===== src/dips_pkg.sv =====
// Constants for the display interrupt and pin selection register bank.
package dips_pkg;
	// Special-function register addresses on the core bus.
	localparam logic [7:0] SFR_IRQ_STATUS   = 8'hAE;
	localparam logic [7:0] SFR_SCAN_ON      = 8'hAF;
	localparam logic [7:0] SFR_IRQ_ENABLE   = 8'hE6;
	localparam logic [7:0] SFR_IRQ_FLAG     = 8'hF1;
	localparam logic [7:0] SFR_IRQ_PRIORITY = 8'hF6;
	// Secondary bus register addresses.
	localparam logic [7:0] SEC_COMMON_SEL   = 8'h23;
	localparam logic [7:0] SEC_SEGMENT_SEL  = 8'h24;
	// Field positions.
	localparam int LED_PEND_BIT    = 0;
	localparam int LCD_PEND_BIT    = 1;
	localparam int DISPLAY_IRQ_BIT = 6;
	localparam int COM_LO_TOP      = 3;
	localparam int COM_HI_BOT      = 4;
	// Implemented bits of the shared interrupt registers (7, 6, 4, 3, 2).
	localparam logic [7:0] IRQ_REG_MASK    = 8'hDC;
	// Reset values.
	localparam logic [7:0] RESET_BYTE      = 8'h00;
	localparam logic [7:0] READ_ZERO       = 8'h00;
	localparam logic [3:0] NIBBLE_ZERO     = 4'h0;
endpackage


===== src/dips_top.sv =====
// Display interrupt bits and display pin selection registers.
module dips_top (
	input  wire logic       core_clk,
	input  wire logic       rst,
	input  wire logic       ce,
	input  wire logic [7:0] sfr_addr,
	input  wire logic       sfr_we,
	input  wire logic [7:0] sfr_wdata,
	output logic      [7:0] sfr_rdata_q,
	input  wire logic [7:0] sec_addr,
	input  wire logic       sec_we,
	input  wire logic [7:0] sec_wdata,
	output logic      [7:0] sec_rdata_q,
	input  wire logic       lcd_irq_event,
	input  wire logic       led_irq_event,
	input  wire logic       led_matrix_mode,
	input  wire logic       four_by_four_select,
	input  wire logic       high_current_sink_enable,
	output logic      [7:0] common_pin_q,
	output logic      [7:0] matrix_segment_pin_q,
	output logic      [7:0] sink_pin_q,
	output logic      [7:0] segment_pin_q,
	output logic            irq_request_q,
	output logic            irq_high_priority_q
);
	logic       lcd_irq_pending_q;
	logic       led_irq_pending_q;
	logic [7:0] irq_enable_one_q;
	logic [7:0] irq_flag_one_q;
	logic [7:0] irq_priority_one_q;
	logic [7:0] common_line_select_q;
	logic [7:0] segment_line_select_q;
	logic       wr_status;
	logic       wr_scan_on;
	logic       wr_enable;
	logic       wr_flag;
	logic       wr_priority;
	logic       display_irq_enable;
	logic       display_irq_flag;
	logic       display_irq_priority;

	// Write decodes; every effect below is also gated by the clock enable.
	assign wr_status   = ce && sfr_we && (sfr_addr == dips_pkg::SFR_IRQ_STATUS);
	assign wr_scan_on  = ce && sfr_we && (sfr_addr == dips_pkg::SFR_SCAN_ON);
	assign wr_enable   = ce && sfr_we && (sfr_addr == dips_pkg::SFR_IRQ_ENABLE);
	assign wr_flag     = ce && sfr_we && (sfr_addr == dips_pkg::SFR_IRQ_FLAG);
	assign wr_priority = ce && sfr_we && (sfr_addr == dips_pkg::SFR_IRQ_PRIORITY);

	// Named views of the shared interrupt bits.
	assign display_irq_enable   = irq_enable_one_q[dips_pkg::DISPLAY_IRQ_BIT];
	assign display_irq_flag     = irq_flag_one_q[dips_pkg::DISPLAY_IRQ_BIT];
	assign display_irq_priority = irq_priority_one_q[dips_pkg::DISPLAY_IRQ_BIT];

	// LCD pending bit; a new event wins over a clear in the same cycle so none is lost.
	always_ff @(posedge core_clk or posedge rst) begin
		if (rst) begin
			lcd_irq_pending_q <= 1'b0;
		end else if (ce) begin
			if (lcd_irq_event) begin
				lcd_irq_pending_q <= 1'b1;
			end else if (wr_scan_on) begin
				lcd_irq_pending_q <= 1'b0;
			end else if (wr_status && !sfr_wdata[dips_pkg::LCD_PEND_BIT]) begin
				lcd_irq_pending_q <= 1'b0;
			end
		end
	end

	// LED pending bit, cleared by writing 0 like its LCD neighbour.
	always_ff @(posedge core_clk or posedge rst) begin
		if (rst) begin
			led_irq_pending_q <= 1'b0;
		end else if (ce) begin
			if (led_irq_event) begin
				led_irq_pending_q <= 1'b1;
			end else if (wr_status && !sfr_wdata[dips_pkg::LED_PEND_BIT]) begin
				led_irq_pending_q <= 1'b0;
			end
		end
	end

	// Enable and priority registers hold only their implemented bits.
	always_ff @(posedge core_clk or posedge rst) begin
		if (rst) begin
			irq_enable_one_q   <= dips_pkg::RESET_BYTE;
			irq_priority_one_q <= dips_pkg::RESET_BYTE;
		end else begin
			if (wr_enable) begin
				irq_enable_one_q <= sfr_wdata & dips_pkg::IRQ_REG_MASK;
			end
			if (wr_priority) begin
				irq_priority_one_q <= sfr_wdata & dips_pkg::IRQ_REG_MASK;
			end
		end
	end

	// Flag register; either display event sets bit 6 and beats a software clear.
	always_ff @(posedge core_clk or posedge rst) begin
		if (rst) begin
			irq_flag_one_q <= dips_pkg::RESET_BYTE;
		end else if (ce) begin
			if (wr_flag) begin
				irq_flag_one_q <= sfr_wdata & dips_pkg::IRQ_REG_MASK;
			end
			if (lcd_irq_event || led_irq_event) begin
				irq_flag_one_q[dips_pkg::DISPLAY_IRQ_BIT] <= 1'b1;
			end
		end
	end

	// Interrupt request to the core, one cycle behind the flag and enable.
	always_ff @(posedge core_clk or posedge rst) begin
		if (rst) begin
			irq_request_q       <= 1'b0;
			irq_high_priority_q <= 1'b0;
		end else if (ce) begin
			irq_request_q       <= display_irq_flag && display_irq_enable;
			irq_high_priority_q <= display_irq_priority;
		end
	end

	// Pin selection registers on the secondary bus; both start as general I/O.
	always_ff @(posedge core_clk or posedge rst) begin
		if (rst) begin
			common_line_select_q  <= dips_pkg::RESET_BYTE;
			segment_line_select_q <= dips_pkg::RESET_BYTE;
		end else if (ce && sec_we) begin
			if (sec_addr == dips_pkg::SEC_COMMON_SEL) begin
				common_line_select_q <= sec_wdata;
			end
			if (sec_addr == dips_pkg::SEC_SEGMENT_SEL) begin
				segment_line_select_q <= sec_wdata;
			end
		end
	end

	// Pin functions. Sink mode wins outright, since the scan setup is then meaningless.
	always_ff @(posedge core_clk or posedge rst) begin
		if (rst) begin
			common_pin_q         <= dips_pkg::RESET_BYTE;
			matrix_segment_pin_q <= dips_pkg::RESET_BYTE;
			sink_pin_q           <= dips_pkg::RESET_BYTE;
			segment_pin_q        <= dips_pkg::RESET_BYTE;
		end else if (ce) begin
			if (high_current_sink_enable) begin
				sink_pin_q           <= common_line_select_q;
				common_pin_q         <= dips_pkg::RESET_BYTE;
				matrix_segment_pin_q <= dips_pkg::RESET_BYTE;
				segment_pin_q        <= dips_pkg::RESET_BYTE;
			end else begin
				sink_pin_q    <= dips_pkg::RESET_BYTE;
				segment_pin_q <= segment_line_select_q;
				if (!led_matrix_mode) begin
					common_pin_q         <= dips_pkg::RESET_BYTE;
					matrix_segment_pin_q <= dips_pkg::RESET_BYTE;
				end else if (four_by_four_select) begin
					common_pin_q <= {dips_pkg::NIBBLE_ZERO,
						common_line_select_q[dips_pkg::COM_LO_TOP:0]};
					matrix_segment_pin_q <= {common_line_select_q[7:dips_pkg::COM_HI_BOT],
						dips_pkg::NIBBLE_ZERO};
				end else begin
					common_pin_q         <= common_line_select_q;
					matrix_segment_pin_q <= dips_pkg::RESET_BYTE;
				end
			end
		end
	end

	// Registered read data; unmapped addresses read zero.
	always_ff @(posedge core_clk or posedge rst) begin
		if (rst) begin
			sfr_rdata_q <= dips_pkg::READ_ZERO;
			sec_rdata_q <= dips_pkg::READ_ZERO;
		end else if (ce) begin
			case (sfr_addr)
				dips_pkg::SFR_IRQ_STATUS: begin
					sfr_rdata_q <= {6'h00, lcd_irq_pending_q, led_irq_pending_q};
				end
				dips_pkg::SFR_IRQ_ENABLE: begin
					sfr_rdata_q <= irq_enable_one_q;
				end
				dips_pkg::SFR_IRQ_FLAG: begin
					sfr_rdata_q <= irq_flag_one_q;
				end
				dips_pkg::SFR_IRQ_PRIORITY: begin
					sfr_rdata_q <= irq_priority_one_q;
				end
				default: begin
					sfr_rdata_q <= dips_pkg::READ_ZERO;
				end
			endcase
			case (sec_addr)
				dips_pkg::SEC_COMMON_SEL: begin
					sec_rdata_q <= common_line_select_q;
				end
				dips_pkg::SEC_SEGMENT_SEL: begin
					sec_rdata_q <= segment_line_select_q;
				end
				default: begin
					sec_rdata_q <= dips_pkg::READ_ZERO;
				end
			endcase
		end
	end
endmodule


===== config.mk =====
export PLATFORM = sky130hd
export DESIGN_NAME = dips_top
export DESIGN_NICKNAME = d
export VERILOG_FILES = /design/src/dips_pkg.sv /design/src/dips_top.sv
export SDC_FILE = /design/constraint.sdc
export NUM_CORES = 1
export LEC_CHECK = 0
export BUFFER_PORTS_ARGS = -buffer_cell sky130_fd_sc_hd__buf_2
export CAP_MARGIN = 20
export CORE_MARGIN = 2
export CORE_UTILIZATION = 56
export DETAILED_ROUTE_END_ITERATION = 6
export HOLD_SLACK_MARGIN = 0.1
export PLACE_DENSITY = 0.89
export SLEW_MARGIN = 0
export SYNTH_ARGS = -nofsm -noshare
export SYNTH_HDL_FRONTEND = slang
export SYNTH_SLANG_ARGS = --single-unit

===== constraint.sdc =====
create_clock -name core_clk -period 4.35 [get_ports core_clk]
set_clock_uncertainty 0.2 [all_clocks]
set_input_delay 0.6525 -clock core_clk [delete_from_list [all_inputs] [get_ports core_clk]]
set_output_delay 0.6525 -clock core_clk [all_outputs]
set_load 0.02 [all_outputs]

==> metrics.csv, run 1 <==
metric,value,unit
final hold vios,0,
leakage,0.00199,uW
WHS,0.258,ns
Die Ht,81.1,um
dominant cell type by area after synthesis,dfrtp_1,
NumNets Final,430,
initial antenna violation count,0,
cts bufs inserted,9,
Crit path required time,4.37,ns
mux share of post-synthesis cell area,10.5,%
P&R area growth vs syn,20.3,%
DR iter-0 viols,217,
Max-Cap Viols,0,
cts repair resizes,0,
RSZ-0062 raised after global routing,false,
Pwr Density,347,nW/um^2
Core Region,5850,sq um
via count,2484,
layout cell share with drive strength beyond 1,35.4,%
area share of the largest cell type after synthesis,58.6,%
crit start category,input pin,
post-synthesis sequential area ratio,58.6,%
Final period util,56.3,%
Synth Area in Compound Gates,10.8,%
vias in the first global route,2416,
CTS root buffer,clkbuf_8,
post-route minimum period,2.45,ns
crit path DAT,2.47,ns
final wirelength,7280,um
Mean Syn Cell Area,11.0,sq um
"EDFF count, synth",0,
Reg2Reg Launch Point,irq_flag_one_q[3]$_DFFE_PP0P_,
die area,6580,sq um
Vias/cell,5.30,
Yosys reg bits,78,
Placement Rows,28,
Final Max Slew Viols,0,
R2R setup slack,3.24,ns
CTS Hold Buffers Added,0,
FF-to-FF path depth,2,
Area contributors post-synth,"dfrtp_1 59%, mux2_2 10%, nand2_1 4.3%",
gpl congestion,0.824,
critical-path maximum fanout,9,
top_reg_cell synth,dfrtp_1,
GR Overflow Total,0,
gr usage total,23.0,%
Peak supply drop,0.211,mV
YS warnings,0,
Final setup viols,0,
TritonCTS clock tree,done,
pin count of the biggest net entering global routing,71,
drt pass-1 iters,4,
min-delay worst type,in -> async,
critical path class,in -> reg,
total chip power,1390,uW
Num Clock Sinks,78,
Highest Clock Rate,408,MHz
Routed WL per cell,15.5,um
status,"finished, final reports clean",
input/output buffers,85,
most frequent cell after synthesis,dfrtp_1,
combinational family with the most area after synthesis,simple AND/OR/NAND/NOR gates,
reg-to-reg endpoint,sfr_rdata_q[3]$_DFFE_PP0P_,
placed wire-length estimate,5120,um
Residual DRC,0,
post-synthesis xor/xnor area fraction,0,%
CTS HTree Levels,3,
Synth Area in Adders,0,%
maximum clock path buffer count,2,
Syn Inst Count,302,
Final ANT Viol Nets,0,
"Reg clk slew, reported paths",0.07,ns
fill count,435,
Post-Syn Area,3330,sq um
die span in x,81.1,um
commonest cells in the netlist,"78 x dfrtp_1, 38 x nand2_1, 37 x inv_1",
initial core utilization,56.9,%
slew margin rel.,44.3,%
ys async rst share,100,%
Worst Setup End Kind,flop,
Worst-Skew Late Latency,0.34,ns
first-pass GRT wire length,11400,um
Synth Area in Simple Gates,13.3,%
Slew @ Worst Pin,0.829,ns
Post-CTS Setup Bufs,0,
Setup TNS Final,0,ns
Top Ports,92,
Yosys cell types,38,
-- worst max-delay path: stages --
cell and delay (ns):
buf_2 0.10, or4b_4 0.55, nor4b_4 0.66, nand2_4 0.20, mux2_2 0.32
-- how the worst max path moves through the flow --
stage / from / slack [ns] / to / cells after the start
6_report: sec_addr[3] / 1.90 / segment_line_select_q[1]$_DFFE_PP0P_ / 5
5_1_grt: sfr_addr[0] / 1.78 / irq_priority_one_q[6]$_DFFE_PP0P_ / 5
4_1_cts: sec_addr[3] / 1.91 / segment_line_select_q[4]$_DFFE_PP0P_ / 5
3_5_place_dp: sec_addr[3] / 1.56 / segment_line_select_q[4]$_DFFE_PP0P_ / 5
3_3_place_gp: sec_addr[3] / 1.58 / segment_line_select_q[2]$_DFFE_PP0P_ / 5
2_1_floorplan: rst / 1.50 / common_line_select_q[0]$_DFFE_PP0P_ / 1
-- kinds of logic after synthesis --
family,Yosys count
simple gates,84
flops,78
compound gates,54
buf+inv,54
mux,31
other cells,1
-- where the power goes --
part	leakage [uW]	switching [uW]	internal [uW]
logic	0.000821	63.5	34.1
clock network	0.0000996	249	296
registers	0.00107	8.16	738
total	0.00199	321	1070
-- layer usage --
| layer | GRT usage (%) | part of all wire [%] | vias to the layer above |
|---|---|---|---|
| met5 | 0 | 0 | - |
| li1 | - | - | 1204 |
| met1 | 33.3 | 45 | 1187 |
| met2 | 34.0 | 48 | 79 |
| met3 | 3.56 | 4.9 | 14 |
| met4 | 11.5 | 2.0 | 0 |
-- layout make-up --
type	instances	area, sq um	area share [%]
diodes	1	2.50	0.0624
clock buffers	13	159	3.97
repair buffers	88	448	11.2
inverters	37	139	3.47
flip-flops and latches	78	1950	48.7
multi-input cells	174	1170	29.2
well taps	75	93.8	2.34
clock inverters	3	42.5	1.06
-- sequential cells by signal, summed over array words and instances (netlist names), 5 cells and up --
name,flops
common_pin_q,8
segment_line_select_q,8
sec_rdata_q,8
common_line_select_q,8
irq_priority_one_q,5
segment_pin_q,8
irq_flag_one_q,5
irq_enable_one_q,5
sfr_rdata_q,7
sink_pin_q,8
-- stage by stage --
step | util (%) | std cells | area [sq um] | setup slack, ns
after floorplan | - | 306 | 3350 | 1.50
after global placement | 65.0 | 452 | 3800 | 1.58
after detailed placement | 65.0 | 452 | 3800 | 1.56
after CTS | 68.5 | 468 | 4010 | 1.91
after global routing | 68.5 | 468 | 4010 | 1.78
final | 68.5 | 469 | 4010 | 1.90
-- layout by cell type (no fill, tap or decap), types with 5 or more instances in the layout --
master	instances
conb_1	5
buf_2	85
a22oi_1	5
o22ai_1	17
o211ai_1	5
o21ai_0	15
dfrtp_1	78
inv_1	36
clkbuf_8	11
nor2_1	8
nand2b_1	7
a311oi_1	5
mux2_2	31
nand2_1	38
nand3_1	11
No activity file was read; power rests on OpenSTA's default activity.
==> run 2, diff against run 1 <==
--- a/config.mk
+++ b/config.mk
@@ -8,10 +8,10 @@
 export BUFFER_PORTS_ARGS = -buffer_cell sky130_fd_sc_hd__buf_2
 export CAP_MARGIN = 20
 export CORE_MARGIN = 2
-export CORE_UTILIZATION = 56
+export CORE_UTILIZATION = 52
 export DETAILED_ROUTE_END_ITERATION = 6
 export HOLD_SLACK_MARGIN = 0.1
-export PLACE_DENSITY = 0.89
+export PLACE_DENSITY = 0.83
 export SLEW_MARGIN = 0
 export SYNTH_ARGS = -nofsm -noshare
 export SYNTH_HDL_FRONTEND = slang
==> constraint.sdc (replaced) <==
create_clock -name core_clk -period 2.3 [get_ports core_clk]
set_clock_uncertainty 0.2 [all_clocks]
set_input_delay 0.345 -clock core_clk [delete_from_list [all_inputs] [get_ports core_clk]]
set_output_delay 0.345 -clock core_clk [all_outputs]
set_load 0.02 [all_outputs]
==> run 2 against run 1 <==
Effect of this change: clock power is 80% higher; cell count up 4.9%; via count is 6.2% higher; design area is 5.5% higher; utilization fell by 1.2 points; sequential cell count stayed put; first-iteration DRC count decreased by 27%; critical endpoint is now led_irq_pending_q$_DFFE_PP0P_.
==> metrics.csv, run 2 (synthesis results as in run 1) <==
metric,value,unit
Final period util,82.0,%
gr usage total,22.5,%
fill count,490,
initial core utilization,53.1,%
vias in the first global route,2595,
maximum clock path buffer count,2,
"slowest stage cell, crit path",dlygate4sd3_1,
Top Ports,92,
pin count of the biggest net entering global routing,79,
input/output buffers,85,
DR iter-0 viols,159,
antenna fix cells,0,
GR Overflow Total,0,
met3 Track Usage GR,2.57,%
Final setup viols,0,
crit path DAT,1.90,ns
status,"finished, final reports clean",
P&R area growth vs syn,26.9,%
Max-Cap Viols,0,
M1 GR Usage,32.2,%
cts repair resizes,0,
Min-Delay Endpoint,common_pin_q[7]$_DFFE_PP0P_,
final wirelength,7700,um
Highest Clock Rate,531,MHz
Num Clock Sinks,78,
Crit path required time,2.31,ns
Reg2Reg Launch Point,led_irq_pending_q$_DFFE_PP0P_,
critical-path maximum fanout,5,
Worst Hold Launch,four_by_four_select,
leakage,0.00209,uW
initial antenna violation count,0,
critical path cell sequence,"buf_2, nor4bb_1, nand2b_1, o31ai_1, nand2_1, dlygate4sd3_1",
RSZ-0062 raised after global routing,false,
die span in x,84.0,um
CP bufs+invs,2,
CTS root buffer,clkbuf_8,
"commonest non-fill, non-tap cell in the layout",buf_2,
via count,2638,
Hold Crit Depth,3,
min-delay worst type,in -> reg,
Worst-Skew Late Latency,0.33,ns
cts bufs inserted,9,
Routed WL per cell,15.7,um
Placement Rows,29,
GRT Max-Usage Layer,met2,
reg-to-reg endpoint,led_irq_pending_q$_DFFE_PP0P_,
TritonCTS clock tree,done,
cell family with most CP delay,buffers and inverters,
FF-to-FF path depth,3,
Vias/cell,5.36,
placed wire-length estimate,5170,um
Pwr Density,616,nW/um^2
met2 Use GR,34.9,%
first-pass GRT wire length,12600,um
CTS HTree Levels,3,
setup slack at placement,0.123,ns
Final WS setup,0.415,ns
Peak supply drop,0.339,mV
Core Region,6280,sq um
Die Ht,84.0,um
layout cell share with drive strength beyond 1,34.9,%
crit start category,input pin,
Final ANT Viol Nets,0,
post-route minimum period,1.88,ns
Slowest Stage Delay on Critical Path,0.55,ns
Setup TNS Final,0,ns
critical path class,in -> reg,
gpl congestion,0.832,
NumNets Final,453,
Final Max Slew Viols,0,
R2R setup slack,0.91,ns
most frequent cells in the layout,"85 x buf_2, 78 x dfrtp_1, 38 x nand2_1",
Residual DRC,0,
WHS,0.153,ns
final hold vios,0,
"Reg clk slew, reported paths",0.08,ns
drt pass-1 iters,4,
die area,7060,sq um
Worst Setup End Kind,flop,
-- run 2: cell count changes in the layout (fill, tap and decap cells not counted), sizes merged --
cell	previous run	this run
diode	1	0
dlygate4sd3	0	17
clkinv	1	2
buf	88	94
clkbuf	13	11
inv	37	36
clkinvlp	1	2
-- run 2: final cells by class --
cell class | instances | area (sq um) | area share [%]
clock buffers | 11 | 141 | 3.35
clock inverters | 4 | 47.5 | 1.12
inverters | 37 | 143 | 3.37
multi-input cells | 174 | 1170 | 27.7
flip-flops and latches | 78 | 1950 | 46.2
well taps | 77 | 96.3 | 2.28
repair buffers | 111 | 676 | 16.0
-- run 2: tightest hold or removal path, delay by kind of cell --
family                 cells  cell delay [ns]
AO/OA/AOI/OAI              1             0.07
buffers and inverters      1             0.09
AND/OR/NAND/NOR            1             0.14
-- run 2: per-stage QoR --
| stage | total power [uW] | util, % | cell area, sq um | cells |
|---|---|---|---|---|
| 2_1_floorplan | 1550 | - | 3350 | 306 |
| 3_3_place_gp | 1620 | 61.6 | 3870 | 460 |
| 3_5_place_dp | 1630 | 61.6 | 3870 | 460 |
| 4_1_cts | 2620 | 67.3 | 4230 | 492 |
| 5_1_grt | 2700 | 67.3 | 4230 | 492 |
| 6_report | 2610 | 67.3 | 4230 | 492 |
-- run 2: where the power goes --
| part | leakage [uW] | internal (uW) | switching, uW |
|---|---|---|---|
| logic | 0.000921 | 86.4 | 127 |
| clock network | 0.0000952 | 522 | 459 |
| registers | 0.00107 | 1400 | 15.8 |
-- run 2: per-layer routing --
layer,wire length (um),vias to the layer above
met5,0,-
met1,3540,1289
li1,-,1251
met3,317,11
met4,108,0
met2,3730,87
-- run 2: worst max path at each step --
| stage | start | endpoint | slack, ns | depth (start not counted) |
|---|---|---|---|---|
| global placement | sec_addr[3] | common_line_select_q[7]$_DFFE_PP0P_ | 0.16 | 6 |
| floorplan | sec_addr[3] | segment_line_select_q[0]$_DFFE_PP0P_ | 0.19 | 4 |
| global route | sfr_addr[4] | led_irq_pending_q$_DFFE_PP0P_ | 0.26 | 6 |
| finish | sfr_addr[4] | led_irq_pending_q$_DFFE_PP0P_ | 0.42 | 6 |
| CTS | sfr_addr[4] | led_irq_pending_q$_DFFE_PP0P_ | 0.45 | 6 |
| detailed placement | sec_addr[3] | common_line_select_q[0]$_DFFE_PP0P_ | 0.12 | 6 |
-- run 2: repair_timing --
action / CTS / global route
hold buffers: 17 / 0
setup buffers: 0 / 0
endpoints found under the hold margin: 110 / 0
==> run 3, diff against run 2 <==
==> constraint.sdc (replaced) <==
create_clock -name core_clk -period 1.9 [get_ports core_clk]
set_clock_uncertainty 0.2 [all_clocks]
set_input_delay 0.285 -clock core_clk [delete_from_list [all_inputs] [get_ports core_clk]]
set_output_delay 0.285 -clock core_clk [all_outputs]
set_load 0.02 [all_outputs]
==> run 3 against run 2 <==
Effect of this change: sequential cell count is the same; critical path depth is the same; via count grew 3.0%; utilization grew 2.3 points; clock power grew 48%; non-clock buffer count grew 8; largest cell class unchanged.
==> metrics.csv, run 3 (synthesis results as in run 1) <==
metric,value,unit
status,"finished, final reports clean",
initial antenna violation count,0,
Peak supply drop,0.492,mV
GR Overflow Total,0,
final wirelength,7780,um
Final ANT Viol Nets,0,
DR iter-0 viols,140,
NumNets Final,461,
pin count of the biggest net entering global routing,79,
gpl congestion,0.791,
FF-to-FF path depth,2,
Critical Path End,lcd_irq_pending_q$_DFFE_PP0P_,
crit start category,input pin,
antenna fix cells,0,
crit path DAT,1.86,ns
WHS,0.121,ns
most frequent cells in the layout,"85 x buf_2, 78 x dfrtp_1, 38 x nand2_1",
min-delay worst type,in -> reg,
TritonCTS clock tree,done,
clock power share,42.3,%
CTS HTree Levels,3,
Reg2Reg Launch Point,lcd_irq_pending_q$_DFFE_PP0P_,
input/output buffers,85,
Vias/cell,5.44,
first-pass GRT wire length,12400,um
Residual DRC,0,
final hold vios,0,
fill count,466,
placed wire-length estimate,5170,um
Multi-input gate area,1190,sq um
combinational group share of total power,7.9,%
Placement Rows,29,
CTS root buffer,clkbuf_8,
Top Layer Used,met4,
post-route minimum period,1.85,ns
Routed WL per cell,15.6,um
Max-Cap Viols,0,
critical-path maximum fanout,5,
die span in x,84.0,um
Final setup viols,0,
initial core utilization,53.1,%
Final Max Slew Viols,0,
Reg area,1950,sq um
Final Util,69.6,%
drt pass-1 iters,4,
Pwr Density,785,nW/um^2
Switch Pwr,727,uW
leakage,0.00215,uW
critical path class,in -> reg,
Highest Clock Rate,542,MHz
Core Region,6280,sq um
vias in the first global route,2610,
crit path launch,sfr_addr[4],
Top Ports,92,
R2R setup slack,0.44,ns
Final period util,97.1,%
Sequential Power Share,49.8,%
Worst Setup End Kind,flop,
WL met2,3860,um
die area,7060,sq um
maximum clock path buffer count,2,
Die Ht,84.0,um
"commonest non-fill, non-tap cell in the layout",buf_2,
"Reg clk slew, reported paths",0.08,ns
layout cell share with drive strength beyond 1,35.7,%
reg-to-reg endpoint,lcd_irq_pending_q$_DFFE_PP0P_,
Worst-Skew Late Latency,0.34,ns
Pint,2700,uW
P&R area growth vs syn,31.2,%
cts bufs inserted,9,
Num Clock Sinks,78,
Post-Route M1 WL,3280,um
WL met3,454,um
gr usage total,22.4,%
Sw Ratio,21.2,%
via count,2718,
Crit path required time,1.91,ns
-- run 3: cell count changes in the layout (fill, tap and decap cells not counted), sizes merged --
cell         delta
buf             +5
bufinv          +2
clkinv          -1
clkinvlp        -1
dlygate4sd3     +3
-- run 3: stage by stage --
step | cell area (sq um) | setup slack (ns) | setup TNS (ns) | instances | total power, uW
6_report | 4370 | 0.0542 | 0 | 500 | 3430
5_1_grt | 4370 | -0.0287 | -0.0287 | 500 | 3560
4_1_cts | 4340 | 0.0356 | 0 | 498 | 3450
3_5_place_dp | 3900 | -0.212 | -3.34 | 463 | 1980
3_3_place_gp | 3900 | -0.179 | -2.62 | 463 | 1970
2_1_floorplan | 3350 | -0.147 | -1.31 | 306 | 1880
-- run 3: repair_timing --
item                       CTS  global route
setup endpoints to repair    0             2
gates resized for setup      0             2
hold endpoints to repair   115             0
hold buffers                20             0
setup buffers                0             2
-- run 3: layer usage --
layer  global-route usage, %  up-vias
li1                        -     1262
met1                    30.2     1336
met2                    35.4      100
met3                    4.65       20
met4                    9.53        0
met5                       0        -
-- run 3: power groups by stage --
stage          Clock [uW]  Combinational [uW]  Sequential [uW]
2_1_floorplan           0                 124             1750
5_1_grt              1550                 299             1710
4_1_cts              1480                 267             1710
3_3_place_gp            0                 231             1740
6_report             1450                 272             1710
3_5_place_dp            0                 238             1740
-- run 3: worst min-delay path by stage --
stage / startpoint / to / slack, ns / depth (start not counted)
2_1_floorplan: led_irq_event / led_irq_pending_q$_DFFE_PP0P_ / 0.19 / 2
3_3_place_gp: rst / sink_pin_q[0]$_DFFE_PP0P_ / 0.22 / 3
3_5_place_dp: rst / sink_pin_q[2]$_DFFE_PP0P_ / 0.23 / 3
4_1_cts: high_current_sink_enable / segment_pin_q[6]$_DFFE_PP0P_ / 0.12 / 2
5_1_grt: high_current_sink_enable / segment_pin_q[6]$_DFFE_PP0P_ / 0.12 / 2
6_report: high_current_sink_enable / segment_pin_q[7]$_DFFE_PP0P_ / 0.12 / 2
-- run 3: final cells by class --
cell class	count	area share (%)
inverter	37	3.26
timing repair buffer	119	17.3
multi-input combinational	174	27.1
sequential	78	44.7
tap	77	2.21
clock buffer	11	3.24
clock inverter	4	2.18
-- run 3: worst max-delay path: stages --
cell	delay (ns)
buf_2	0.14
nor4bb_4	0.32
nand4_1	0.12
a211o_1	0.25
a22o_1	0.17
dlygate4sd3_1	0.56
